### src/verilog/leh_pkg.sv
// Constants and types for the linear encoder homing block.
// Assumes a single 125 MHz clock with synchronous active-low reset.
// Notes on behaviour
// - Incremental: reference points every interval from the first mark.
// - The interval is set by the third select digit.
// - Dog homing takes the next reference point after the dog releases.
// - No mark ahead ends homing in error; jog to the far end to retry.
// - The encoder index pulse is never a homing reference.
// - Absolute: reference points at the same interval from position zero.
// - Data-set homing adopts the current position as home.
// - An overload, overvoltage or overload warning ends a pole test run.
// - Two pole words are read and written; writes apply after power cycle.
package leh_pkg;
  localparam int          LEH_POS_W       = 32;
  localparam int          LEH_POLE_W      = 16;
  localparam int          LEH_SEL_W       = 4;
  // Log2 of the default interval of 1048576 pulses.
  localparam int          LEH_INTV_LOG2   = 20;
  localparam logic [3:0]  LEH_SEL_RST     = 4'h0;
  localparam logic [15:0] LEH_POLE_RST    = 16'h0000;
  localparam logic [31:0] LEH_POS_RST     = 32'h0000_0000;

  typedef enum logic [1:0] {
    LEH_MODE_DOG,
    LEH_MODE_DATASET,
    LEH_MODE_NONE
  } leh_mode_t;

  typedef enum {
    LEH_IDLE,
    LEH_SEEK_MARK,
    LEH_WAIT_DOG,
    LEH_SEEK_REF,
    LEH_DONE
  } leh_state_t;
endpackage : leh_pkg

### src/verilog/leh_homing.sv
// Home position reference logic for a linear servo axis.
// Assumes encoder count, mark, dog and alarm inputs arrive from pins and are
// synchronised here; the command inputs come from logic on the same clock.
`timescale 1ns/1ps
module leh_homing #(
  parameter int POS_W = 32
) (
  // Clock and reset.
  input  wire logic                          clk,
  input  wire logic                          rst_n,
  // Commands from the controller side.
  input  wire logic                          home_start,
  input  wire leh_pkg::leh_mode_t            home_mode,
  input  wire logic                          abs_encoder,
  input  wire logic [leh_pkg::LEH_SEL_W-1:0] linear_function_select,
  input  wire logic [POS_W-1:0]              home_coord,
  // Encoder and machine pins.
  input  wire logic [POS_W-1:0]              enc_pos,
  input  wire logic                          ref_mark,
  input  wire logic                          mark_absent,
  input  wire logic                          prox_dog,
  input  wire logic                          encoder_index_pulse,
  // Pole detection test run.
  input  wire logic                          pole_test_start,
  input  wire logic [4:0]                    alarm_in,
  // Pole data words.
  input  wire logic                          pole_wr,
  input  wire logic                          pole_sel,
  input  wire logic [leh_pkg::LEH_POLE_W-1:0] pole_wdata,
  // Results.
  output logic [POS_W-1:0]                   pos_q,
  output logic                               home_done_q,
  output logic                               home_err_q,
  output logic                               pole_test_run_q,
  output logic [leh_pkg::LEH_POLE_W-1:0]     pole_rdata_q,
  output logic [leh_pkg::LEH_POLE_W-1:0]     pole_act1_q,
  output logic [leh_pkg::LEH_POLE_W-1:0]     pole_act2_q
);
  import leh_pkg::*;

  // Refuse counters too narrow for the widest reference interval.
  if (POS_W < LEH_INTV_LOG2 + 8) begin : g_pos_w_check
    $error("POS_W too small for interval");
  end

  // Two-stage synchronisers for pin inputs.
  logic [POS_W-1:0] pos_s1_q, pos_s2_q;
  logic [7:0]       pin_s1_q, pin_s2_q;
  logic             mark_prev_q, dog_prev_q;
  always_ff @(posedge clk) begin
    if (!rst_n) begin
      pos_s1_q <= '0;
      pos_s2_q <= '0;
      pin_s1_q <= 8'h00;
      pin_s2_q <= 8'h00;
    end else begin
      pos_s1_q <= enc_pos;
      pos_s2_q <= pos_s1_q;
      pin_s1_q <= {ref_mark, mark_absent, prox_dog, alarm_in};
      pin_s2_q <= pin_s1_q;
    end
  end

  // Synchronised pin views and edges; the index pulse is deliberately unused.
  wire       mark_w    = pin_s2_q[7];
  wire       absent_w  = pin_s2_q[6];
  wire       dog_w     = pin_s2_q[5];
  wire [4:0] alarm_w   = pin_s2_q[4:0];
  wire       mark_rise = mark_w & ~mark_prev_q;
  wire       dog_fall  = ~dog_w & dog_prev_q;
  wire       unused_w  = encoder_index_pulse;

  // Reference interval from the third digit: 2^(20 + digit), capped.
  wire [4:0] shift_w = 5'(LEH_INTV_LOG2) +
                       ((linear_function_select > 4'h7) ? 5'h7 :
                        5'(linear_function_select));
  wire [POS_W-1:0] mask_w = (POS_W'(1) << shift_w) - POS_W'(1);

  // Offset of the current position from the reference origin.
  logic [POS_W-1:0] origin_q;
  logic [POS_W-1:0] pos_prev_q;
  wire  [POS_W-1:0] rel_w   = pos_s2_q - origin_q;
  wire              on_ref  = (rel_w & mask_w) == '0;

  leh_state_t st_q, st_d;
  logic       done_d, err_d, load_d;

  // Homing sequencer.
  always_comb begin
    st_d   = st_q;
    done_d = 1'b0;
    err_d  = 1'b0;
    load_d = 1'b0;
    unique case (st_q)
      LEH_IDLE: begin
        if (home_start && home_mode == LEH_MODE_DATASET) begin
          load_d = 1'b1;
          st_d   = LEH_DONE;
        end else if (home_start && home_mode == LEH_MODE_DOG) begin
          st_d = abs_encoder ? LEH_WAIT_DOG : LEH_SEEK_MARK;
        end
      end
      LEH_SEEK_MARK: begin
        if (absent_w) begin
          err_d = 1'b1;
          st_d  = LEH_IDLE;
        end else if (mark_rise) begin
          st_d = LEH_WAIT_DOG;
        end
      end
      LEH_WAIT_DOG: begin
        if (dog_fall) st_d = LEH_SEEK_REF;
      end
      LEH_SEEK_REF: begin
        if (on_ref) begin
          load_d = 1'b1;
          st_d   = LEH_DONE;
        end
      end
      LEH_DONE: begin
        done_d = 1'b1;
        st_d   = LEH_IDLE;
      end
    endcase
  end

  // State, origin capture, position counter and completion flags.
  always_ff @(posedge clk) begin
    if (!rst_n) begin
      st_q        <= LEH_IDLE;
      origin_q    <= '0;
      mark_prev_q <= 1'b0;
      dog_prev_q  <= 1'b0;
      pos_q       <= POS_W'(LEH_POS_RST);
      home_done_q <= 1'b0;
      home_err_q  <= 1'b0;
    end else begin
      st_q        <= st_d;
      mark_prev_q <= mark_w;
      dog_prev_q  <= dog_w;
      if (st_q == LEH_IDLE && home_start) begin
        origin_q <= '0;
      end else if (st_q == LEH_SEEK_MARK && mark_rise) begin
        origin_q <= pos_s2_q;
      end
      if (load_d) begin
        pos_q <= home_coord;
      end else begin
        pos_q <= pos_q + (pos_s2_q - pos_prev_q);
      end
      home_done_q <= done_d;
      home_err_q  <= err_d;
    end
  end

  // Homing checks: data-set load, mark capture, dog release and results.
  AST_DSET_LOAD: assert property (
    @(posedge clk) disable iff (!rst_n)
    (st_q == LEH_IDLE && home_start && home_mode == LEH_MODE_DATASET)
      |=> (pos_q == $past(home_coord)))
    else $error("data-set homing did not load the home coordinate");

  AST_ABS_ORIGIN: assert property (
    @(posedge clk) disable iff (!rst_n)
    (st_q == LEH_IDLE && home_start && home_mode == LEH_MODE_DOG &&
     abs_encoder)
      |=> (origin_q == '0 && st_q == LEH_WAIT_DOG))
    else $error("absolute homing did not start from position zero");

  AST_MARK_ORIGIN: assert property (
    @(posedge clk) disable iff (!rst_n)
    (st_q == LEH_SEEK_MARK && !absent_w && mark_rise)
      |=> (origin_q == $past(pos_s2_q) && st_q == LEH_WAIT_DOG))
    else $error("reference mark position was not captured");

  AST_NO_MARK_ERR: assert property (
    @(posedge clk) disable iff (!rst_n)
    (st_q == LEH_SEEK_MARK && absent_w)
      |=> (home_err_q && st_q == LEH_IDLE))
    else $error("missing mark did not end homing with an error");

  AST_DOG_REF: assert property (
    @(posedge clk) disable iff (!rst_n)
    (st_q == LEH_WAIT_DOG && dog_fall) |=> (st_q == LEH_SEEK_REF))
    else $error("dog release did not start the reference search");

  AST_REF_LOAD: assert property (
    @(posedge clk) disable iff (!rst_n)
    (st_q == LEH_SEEK_REF && on_ref)
      |=> (pos_q == $past(home_coord)) ##1 home_done_q)
    else $error("home reference did not load and report completion");

  AST_DONE_PULSE: assert property (
    @(posedge clk) disable iff (!rst_n)
    home_done_q |=> !home_done_q)
    else $error("homing done held longer than one cycle");

  AST_ERR_EXCL: assert property (
    @(posedge clk) disable iff (!rst_n)
    !(home_done_q && home_err_q))
    else $error("homing done and homing error raised together");

  // Main homing scenarios to be seen at least once.
  AST_COV_DSET: cover property (
    @(posedge clk) disable iff (!rst_n)
    st_q == LEH_IDLE && home_start && home_mode == LEH_MODE_DATASET);
  AST_COV_DOG_HOME: cover property (
    @(posedge clk) disable iff (!rst_n)
    st_q == LEH_SEEK_REF && on_ref);
  AST_COV_NO_MARK: cover property (
    @(posedge clk) disable iff (!rst_n)
    home_err_q);

  // Previous encoder sample for position tracking after homing.
  always_ff @(posedge clk) begin
    if (!rst_n) pos_prev_q <= '0;
    else pos_prev_q <= pos_s2_q;
  end

  // Pole detection test run ends on any protective alarm.
  always_ff @(posedge clk) begin
    if (!rst_n) begin
      pole_test_run_q <= 1'b0;
    end else if (|alarm_w) begin
      pole_test_run_q <= 1'b0;
    end else if (pole_test_start) begin
      pole_test_run_q <= 1'b1;
    end
  end

  // An alarm must end the run at the very next edge.
  AST_ALARM_STOP: assert property (
    @(posedge clk) disable iff (!rst_n)
    (|alarm_w) |=> !pole_test_run_q)
    else $error("protective alarm did not end the pole test run");
  AST_COV_ALARM: cover property (
    @(posedge clk) disable iff (!rst_n)
    pole_test_run_q ##1 !pole_test_run_q);

  // Stored pole words keep their value through reset, which stands for a
  // power cycle here, so a written word is not lost before it applies.
  logic [LEH_POLE_W-1:0] pole_st_q [2];
  always_ff @(posedge clk) begin
    if (pole_wr) begin
      pole_st_q[pole_sel] <= pole_wdata;
    end
  end

  // Read port follows the selected word; active copies load only in reset.
  always_ff @(posedge clk) begin
    if (!rst_n) begin
      pole_rdata_q <= LEH_POLE_RST;
      pole_act1_q  <= pole_st_q[0];
      pole_act2_q  <= pole_st_q[1];
    end else begin
      pole_rdata_q <= pole_st_q[pole_sel];
    end
  end
endmodule : leh_homing

### config.mk
export PLATFORM = sky130hd
export DESIGN_NAME = leh_homing
export DESIGN_NICKNAME = d
export VERILOG_FILES = /design/src/verilog/leh_pkg.sv /design/src/verilog/leh_homing.sv
export SDC_FILE = /design/constraint.sdc
export NUM_CORES = 1
export LEC_CHECK = 0
export BUFFER_PORTS_ARGS = -buffer_cell sky130_fd_sc_hd__buf_2
export CAP_MARGIN = 20
export CORE_ASPECT_RATIO = 1.25
export CORE_MARGIN = 2
export CORE_UTILIZATION = 62
export DETAILED_ROUTE_END_ITERATION = 8
export HOLD_SLACK_MARGIN = 0.1
export PLACE_DENSITY = 0.86
export SYNTH_ARGS = -nofsm -noshare
export SYNTH_HDL_FRONTEND = slang
export SYNTH_SLANG_ARGS = --single-unit
### constraint.sdc
create_clock -name clk -period 7.8 [get_ports clk]
set_input_delay 1.56 -clock clk [delete_from_list [all_inputs] [get_ports clk]]
set_output_delay 1.56 -clock clk [all_outputs]
set_load 0.01 [all_outputs]
# Yosys cells after proc, flatten, opt, wreduce, memory -nomap -nowiden
# Memory sizes are Yosys's and may differ from the RTL's. A register that Yosys moved wholly into a read port is not among the register bits.
# Cells that the tools add are included.
# word_totals
elab_cells	69
output_inout_bits	83
register_bits	213
memories	1
ram_bits	32
inputBits	102
# memory_table
memory	depth	width	read_ports	rd_clocked_by_memory_dff	write_ports	line	rtl
pole_st_q	2	16	3	3	1	leh_homing.sv:242	logic [LEH_POLE_W-1:0] pole_st_q [2];
# op_classes
n_lt_le_gt_ge	1
n_eq_ne	10
shifts	1
n_mux	17
addsub	5
reduce_logical	15
n_bitwise	6
# op_table
op	n
$mux 32	7
$pmux 32 s5	1
$eq 32x2->1 const B	3
$logic_not 32->1	3
$sub 32x32->32	2
$add 32x32->32	1
$and 32x32->32	1
$eq 32x1->1 const B	1
$eq 32x3->1 const B	1
$shl 1x5->32 const A	1
$sub 32x2->32 const B	1
$mux 1	6
$ne 3x3->1 const B	2
$reduce_or 6->1	1
$add 5x4->5 const A	1
$gt 4x3->1 const B	1
$logic_and 1x1->1	4
$mux 4	1
$ne 2x2->1 const B	2
$reduce_and 4->1	1
$logic_not 1->1	3
$not 1->1	3
$and 1x1->1	2
$eq 2x1->1 const B	1
other kinds (5)	5

# Longest topological paths before layout
# Gate-level depths: netlist (run 1).
# logic_depth
depth_word	10
depth_mapped	17
mapped_depth_nobuf	17

# Worst setup path after synthesis (run 1)
# OpenSTA, ideal clock, no wires.
# synth_path
path_type	input port to flip-flop
from	input port linear_function_select[1] in the netlist's numbering
to	register pos_q[10]
path_buffers	3
stages	14
required_time_ps	7671
setup_slack_ps	3584
setup_time_ps	129
t_arrival_ps	4087
cell_sequence	clkbuf_1 -> a31oi_1 -> o22ai_1 -> nor3b_1 -> a2111o_1 -> nor4_2 -> nand4_1 -> or4_1 -> nor4b_2 -> a32oi_1 -> buf_6 -> buf_6 -> mux2i_1 -> nor2_1
# synth_via
elab_chain_cells	10
# synth_rtl
item	line	rtl
start: declaration	leh_homing.sv:15	input wire logic [leh_pkg::LEH_SEL_W-1:0] linear_function_select,
$gt 4x3->1	leh_homing.sv:75	((linear_function_select > 4'h7) ? 5'h7 :
$mux 4 *	leh_homing.sv:75	
$add 5x4->5 *	leh_homing.sv:74	wire [4:0] shift_w = 5'(LEH_INTV_LOG2) +
$shl 1x5->32 *	leh_homing.sv:77	wire [POS_W-1:0] mask_w = (POS_W'(1) << shift_w) - POS_W'(1);
$sub 32x2->32 *	leh_homing.sv:77	
$and 32x32->32 *	leh_homing.sv:83	wire on_ref = (rel_w & mask_w) == '0;
$logic_not 32->1 *	leh_homing.sv:83	
$mux 1 *	leh_homing.sv:115	if (on_ref) begin
$pmux 1 s2 *	leh_homing.sv:94	unique case (st_q)
$mux 32 *	leh_homing.sv:146	if (load_d) begin
end signal: assignment	leh_homing.sv:134	pos_q <= POS_W'(LEH_POS_RST);
end signal: assignment	leh_homing.sv:147	pos_q <= home_coord;
end signal: assignment	leh_homing.sv:149	pos_q <= pos_q + (pos_s2_q - pos_prev_q);
end: declaration	leh_homing.sv:31	output logic [POS_W-1:0] pos_q,
# Mark *: on every way between the ends. The rest lies on a longest branch, timed or not.
# A chain may end at the register's enable or synchronous reset.

# Worst setup path after layout (run 1)
# layout_path
from	register pos_s2_q[0]
to	register pos_q[12]
# layout_via
elab_chain_cells	6
word_cells_on_any_way	8
classes_between	3 x add/sub; 3 x mux; 1 x bitwise; 1 x reduce/logical
# layout_rtl
item	line	rtl
start: declaration	leh_homing.sv:47	logic [POS_W-1:0] pos_s1_q, pos_s2_q;
start signal: assignment	leh_homing.sv:58	pos_s2_q <= pos_s1_q;
branches (longest 5 deep; another with $sub 32x32->32)	n/a	
$mux 32 *	leh_homing.sv:146	
# Every way passes the cells marked *.

==> flow_summary_export.csv, run 1 <==
group,metric,value,unit
sta,rsz0062_at_grt,"false",
sta,final.setup.tns,0,ns
synth,synthSimpleGateAreaFrac,0.158,
worst_setup_path,reg2reg_slack,3.36,ns
worst_setup_path,critical_path.max_fanout,37,
drt,wirelength,28.1,mm
finish,area_delta_synth_final,16.2,%
worst_setup_path,worstPathArrival,4.90,ns
clock_network,clkSinkCount,259,
drt,drt-initial-drc-count,445,
clock_network,cts_resized,0,
synth,ys_seq_area_frac,0.469,
power_and_ir_drop,netSwitchingPower,1.66,mW
placed_design,dp_slack,2.98,ns
worst_setup_path,start_kind,"flop",
drt,via_count,9423,
global_routing,grt_max_degree,93,
clock_network,clockBufferDepth,3,
worst_setup_path,cp_slowest_cell,"or4_1",
clock_network,cts_tree,"yes",
synth,yosys_register_bits,259,
global_routing,grt_pass1_wl,45.6,mm
power_and_ir_drop,p_total,4.79,mW
synth,synthAdderAreaFrac,0.112,
global_routing,grt_overflow,0,
global_routing,antenna_found_initial,2,
power_and_ir_drop,ir_drop,0.302,mV
min_path,holdPathStages,1,
worst_setup_path,path_delay_family,"simple AND/OR/NAND/NOR gates",
synth,ys_types,71,
worst_setup_path,cp_num_buf_inv,2,
power_and_ir_drop,power_leakage,6.63,nW
placed_design,place_area,0.0135,mm²
finish,stdcell_area,0.0144,mm²
placed_design,gp_congestion,0.898,
sta,hold_slack,0.396,ns
finish,layout_commonest_cell,"dfxtp_1",
worst_setup_path,cp.required,8.25,ns
synth,synthXorXnorAreaFrac,0.0296,
power_and_ir_drop,p_per_area,332,mW/mm²
sta,clock_skew,0.0133,ns
min_path,min_from,"pin_s2_q[3]$_SDFF_PN0_",
synth,synth_compound_area_frac,0.125,
worst_setup_path,path_cells,"inv_1 > ha_1 > fa_1 > nand2b_1 > a211o_1 > a221oi_1 > a21oi_1 > xor2_1 > nor2_1 > or4_1 > nor4b_2 > a32oi_4 > buf_4 > mux2_4 > nor2_2",
worst_setup_path,endpoint,"pos_q[12]$_SDFF_PN0_",
clock_network,cts_hold_buf,0,
global_routing,grt_use_total,0.269,
drt,vias_per_cell,5.40,
sta,period_minus_slack,4.44,ns
synth,synthArstFlopShare,0,
finish,nets,1654,
synth,synth_cells,1292,
synth,synth_area_per_cell,9.62,µm²
drt,wl_per_cell,16.1,µm
power_and_ir_drop,switching_share,0.347,
placed_design,place_inst,1697,
drt,postRouteAntennaNets,0,
synth,ys_warn_count,0,
run_status,outcome,"completed",
sta,finalCritPeriodShare,0.570,
drt,firstDrtPassIters,5,
drt,drcViolationCount,0,
run,max_cap_viol_count,0,
sta,tightest_slew,1.06,ns
clock_network,cts_buffers,26,
floorplanning,die_area,0.0212,mm²
placed_design,portBuffers,183,
worst_setup_path,cp_num_cells,15,
floorplanning,die_h,162,µm
synth,synth-edff-count,64,
sta,hold_viol_final,0,
worst_setup_path,crit_type,"reg2reg",
worst_setup_path,max_stage_delay,0.53,ns
worst_setup_path,startpoint,"pos_s2_q[0]$_SDFF_PN0_",
worst_setup_path,worstReg2RegStart,"pos_s2_q[0]$_SDFF_PN0_",
sta,setup_viol,0,
power_and_ir_drop,clkPwrFrac,0.274,
sta,max_freq,225,MHz
floorplanning,die_x,131,µm
sta,fin_ws,3.36,ns
clock_network,post_cts_buffers,0,
synth,yosys-mux-area-fraction,0.0392,
finish,fin_cells,1746,
power_and_ir_drop,p_int,3.13,mW
worst_setup_path,worstSetupEndpointType,"flop",
worst_setup_path,r2r_cells,15,
clock_network,clk_pin_slew,0.07,ns
clock_network,htreeDepth,1,
sta,slew_headroom,0.293,
floorplanning,start_util,0.636,
floorplanning,ios,185,
placed_design,hpwl,20.0,mm
synth,synth_top_family_by_area,"simple AND/OR/NAND/NOR gates",
clock_network,root_buffer,"clkbuf_16",
global_routing,grt_pass1_vias,9656,
power_and_ir_drop,p_comb_frac,0.398,
min_path,hp-class,"reg2reg",
finish,layout_common_cells,"dfxtp_1 (195), buf_2 (183), inv_1 (165)",
synth,synth_area,0.0124,mm²
clock_network,clock_latency,0.52,ns
synth,ys.flop_type,"dfxtp_1",
power_and_ir_drop,seqPwrFrac,0.328,
finish,final_core_util,0.739,
floorplanning,rows,57,
sta,drv_slew,0,
finish,drive_gt1_frac,0.171,
worst_setup_path,worstReg2RegEnd,"pos_q[12]$_SDFF_PN0_",
floorplanning,core_area,0.0195,mm²
## logic make-up after synthesis
logic type,Yosys count
AO/OA/AOI/OAI,232
XOR/XNOR,42
adder cells (fa/ha/maj),92
buffers and inverters,214
flip-flops,259
multiplexers,48
other,1
AND/OR/NAND/NOR,404
## synth_stat cells, types with 12 or more instances
master / instances / area, µm²
dfxtp_1: 195 / 3900
inv_1: 165 / 619
nor2_1: 124 / 465
nand2_1: 107 / 402
and2_1: 88 / 551
a21oi_1: 84 / 420
edfxtp_1: 64 / 1920
ha_1: 60 / 751
mux2i_1: 46 / 460
clkbuf_1: 40 / 150
fa_1: 32 / 641
o21ai_0: 31 / 155
xnor2_1: 24 / 210
a21o_1: 22 / 165
xor2_1: 18 / 158
o21a_1: 16 / 120
nor3_1: 12 / 60.1
## worst reg2reg max path, cell delays in order, from the launching register on
cell,delay [ns]
dfxtp_1,0.33
inv_1,0.13
ha_1,0.26
fa_1,0.39
nand2b_1,0.18
a211o_1,0.30
a221oi_1,0.46
a21oi_1,0.16
xor2_1,0.17
nor2_1,0.05
or4_1,0.53
nor4b_2,0.44
a32oi_4,0.15
buf_4,0.34
mux2_4,0.42
nor2_2,0.08
## metal layers
layer,GRT usage,wire [µm],vias up
met2,0.492,14300,274
met3,0.0537,1660,80
li1,-,-,4643
met4,0.0957,1000,2
met5,0,7,-
met1,0.308,11000,4424
## state kept, by name (all words and copies together) (netlist names)
| signal | count |
|---|---|
| home_done_q | 1 |
| pos_q | 32 |
| home_err_q | 1 |
| mark_prev_q | 1 |
| pole_act1_q | 16 |
| st_q | 3 |
| pos_s1_q | 32 |
| pole_test_run_q | 1 |
| pole_act2_q | 16 |
| pos_prev_q | 32 |
| pin_s1_q | 8 |
| pos_s2_q | 32 |
| origin_q | 27 |
| dog_prev_q | 1 |
| pole_rdata_q | 16 |
| pole_st_q | 32 |
| pin_s2_q | 8 |
## final cells by class
| cell class | instances | area (µm²) |
|---|---|---|
| inverter | 166 | 626 |
| fill | 1373 | 5110 |
| antenna | 1 | 2.50 |
| clock inverter | 16 | 199 |
| tap | 265 | 332 |
| sequential | 259 | 5830 |
| multi-input combinational | 820 | 5790 |
| clock buffer | 32 | 714 |
| timing repair buffer | 187 | 946 |
## power by group through the flow
stage	logic [mW]	clock network (mW)	registers, mW
2_1_floorplan	1.39	0	1.63
3_3_place_gp	1.78	0	1.59
3_5_place_dp	1.85	0	1.60
4_1_cts	1.89	1.32	1.57
5_1_grt	2.13	1.38	1.58
6_report	1.90	1.31	1.57
## worst min path at each step
| stage | end |
|---|---|
| after floorplan | pole_test_run_q$_SDFFE_PP0P_ |
| after global placement | pole_test_run_q$_SDFFE_PP0P_ |
| after detailed placement | pole_test_run_q$_SDFFE_PP0P_ |
| after CTS | pole_test_run_q$_SDFFE_PP0P_ |
| after global routing | pole_test_run_q$_SDFFE_PP0P_ |
| final | pole_test_run_q$_SDFFE_PP0P_ |
Power figures use the tool's default switching activity.
==> inputs of run 2 (changes only) <==
CORE_UTILIZATION = 57   (was 62)
PLACE_DENSITY = 0.8   (was 0.86)
clock period = 4.15 ns   (was 7.8 ns; I/O delays follow)
==> run 2 against run 1 <==
  * Flip-flop and latch count did not move
  * Critical endpoint is now pos_q[13]$_SDFF_PN0_
  * Die area rose by 8.5%
  * Final cell count rose by 1.6%
  * Cell area rose by 1.8%
  * Total power rose by 88%
  * Routed wire length fell by 0.99%
  * Critical path depth rose by 1
  * Worst setup slack got worse by 3.2 ns
  * Register-to-register slack got worse by 3.2 ns
  * Clock power rose by 86%
==> flow_summary_export.csv, run 2 (synthesis results as in run 1) <==
group,metric,value,unit
run_status,outcome,"completed",
placed_design,portBuffers,183,
worst_setup_path,max_stage_delay,0.45,ns
floorplanning,die_h,169,µm
clock_network,clk_pin_slew,0.06,ns
clock_network,clock_latency,0.53,ns
floorplanning,ios,185,
finish,nets,1669,
worst_setup_path,cp_slowest_cell,"a2111oi_1",
drt,via_count,9408,
power_and_ir_drop,power_leakage,6.74,nW
drt,firstDrtPassIters,4,
drt,postRouteAntennaNets,0,
worst_setup_path,cp_num_buf_inv,3,
finish,antenna_cells,0,
power_and_ir_drop,switching_share,0.344,
finish,multiInputGateArea,0.00586,mm²
clock_network,htreeDepth,1,
floorplanning,core_area,0.0215,mm²
clock_network,cts_tree,"yes",
sta,clock_skew,0.0133,ns
floorplanning,die_x,136,µm
clock_network,clockBufferDepth,3,
power_and_ir_drop,seqPwrFrac,0.328,
sta,tightest_slew,1.01,ns
drt,drt-initial-drc-count,477,
sta,hold_slack,0.411,ns
global_routing,grt_overflow,0,
worst_setup_path,cp.required,4.54,ns
finish,layout_commonest_cell,"dfxtp_1",
sta,max_freq,250,MHz
power_and_ir_drop,ir_drop,0.506,mV
floorplanning,start_util,0.579,
sta,final.setup.tns,0,ns
power_and_ir_drop,p_comb_frac,0.401,
finish,area_delta_synth_final,18.3,%
finish,layout_common_cells,"dfxtp_1 (194), buf_2 (183), inv_1 (165)",
worst_setup_path,crit_type,"reg2reg",
drt,drcViolationCount,0,
worst_setup_path,critical_path.max_fanout,10,
power_and_ir_drop,p_total,9.02,mW
power_and_ir_drop,p_int,5.92,mW
floorplanning,rows,60,
power_and_ir_drop,netSwitchingPower,3.10,mW
sta,period_minus_slack,4.01,ns
clock_network,clkSinkCount,259,
placed_design,place_area,0.0136,mm²
min_path,holdPathStages,1,
finish,fillers,1673,
global_routing,grt_pass1_wl,44.5,mm
power_and_ir_drop,p_per_area,614,mW/mm²
global_routing,grt_use_total,0.241,
placed_design,gp_congestion,0.867,
finish,final_core_util,0.684,
worst_setup_path,worstSetupEndpointType,"flop",
global_routing,grt_max_degree,86,
power_and_ir_drop,clkPwrFrac,0.271,
drt,vias_per_cell,5.30,
clock_network,cts_hold_buf,0,
sta,slew_headroom,0.326,
min_path,hp-class,"reg2reg",
worst_setup_path,worstPathArrival,4.40,ns
run,max_cap_viol_count,0,
worst_setup_path,cp_num_cells,16,
clock_network,root_buffer,"clkbuf_16",
clock_network,cts_buffers,26,
floorplanning,die_area,0.0230,mm²
finish,regArea,0.00583,mm²
global_routing,grt_pass1_vias,9315,
placed_design,hpwl,20.4,mm
worst_setup_path,path_cells,"inv_1 > ha_2 > fa_2 > nand2b_1 > a211o_1 > a2111oi_1 > nor3b_1 > o41a_1 > xnor2_1 > nand2_1 > o211a_1 > a32oi_4 > buf_12 > buf_6 > mux2i_1 > nor2_1",
sta,hold_viol_final,0,
finish,drive_gt1_frac,0.187,
worst_setup_path,start_kind,"flop",
worst_setup_path,r2r_cells,16,
drt,wl_per_cell,15.7,µm
sta,drv_slew,0,
finish,stdcell_area,0.0147,mm²
drt,wirelength,27.8,mm
global_routing,antenna_found_initial,1,
sta,setup_viol,0,
sta,finalCritPeriodShare,0.965,
worst_setup_path,path_delay_family,"compound AO/OA/AOI/OAI gates",
-- run 2: power by group through the flow --
stage | Combinational [mW] | Sequential [mW] | Clock, mW
3_5_place_dp | 3.51 | 3.01 | 0
3_3_place_gp | 3.39 | 3.00 | 0
5_1_grt | 4.06 | 2.98 | 2.60
6_report | 3.62 | 2.96 | 2.44
4_1_cts | 3.55 | 2.96 | 2.49
2_1_floorplan | 2.61 | 3.05 | 0
-- run 2: path summary, 6_finish.rpt --
kind / start / end / slack [ns]
setup reg to reg: pos_s2_q[0]$_SDFF_PN0_ / pos_q[13]$_SDFF_PN0_ / 0.14
hold reg to reg: pin_s2_q[3]$_SDFF_PN0_ / pole_test_run_q$_SDFFE_PP0P_ / 0.41
hold / removal: pin_s2_q[3]$_SDFF_PN0_ / pole_test_run_q$_SDFFE_PP0P_ / 0.41
setup / recovery: pos_s2_q[0]$_SDFF_PN0_ / pos_q[13]$_SDFF_PN0_ / 0.14
-- run 2: metal layers --
layer / GRT usage / part of all wire / routed length (µm)
met1: 0.295 / 0.41 / 11500
met2: 0.430 / 0.50 / 14000
met3: 0.0350 / 0.052 / 1440
met4: 0.0842 / 0.030 / 845
met5: 0 / 0.00043 / 12
-- run 2: repair_timing --
action | CTS | global route
hold endpoints to repair | 0 | 0
gates resized for setup | 0 | 17
buffers inserted | 0 | 4
endpoints found under the setup margin | 0 | 34
-- run 2: final cells by class --
class,count,area share
inverters,166,0.0426
flip-flops and latches,259,0.397
multi-input cells,820,0.399
well taps,279,0.0238
clock buffers,32,0.0486
clock inverters,16,0.0133
repair buffers,202,0.0767
-- run 2: worst register-to-register path, stage by stage, from the launching register on --
cell and delay, ns:
dfxtp_2 0.32, inv_1 0.05, ha_2 0.19, fa_2 0.34
nand2b_1 0.16, a211o_1 0.34, a2111oi_1 0.45, nor3b_1 0.15
o41a_1 0.42, xnor2_1 0.20, nand2_1 0.08, o211a_1 0.18
a32oi_4 0.32, buf_12 0.20, buf_6 0.19, mux2i_1 0.22
nor2_1 0.06
-- run 2: per-stage QoR --
step / setup slack [ns] / std cells
2_1_floorplan: 0.573 / 1293
3_3_place_gp: 0.210 / 1720
3_5_place_dp: 0.139 / 1720
4_1_cts: 0.0800 / 1768
5_1_grt: -0.0388 / 1774
6_report: 0.143 / 1774
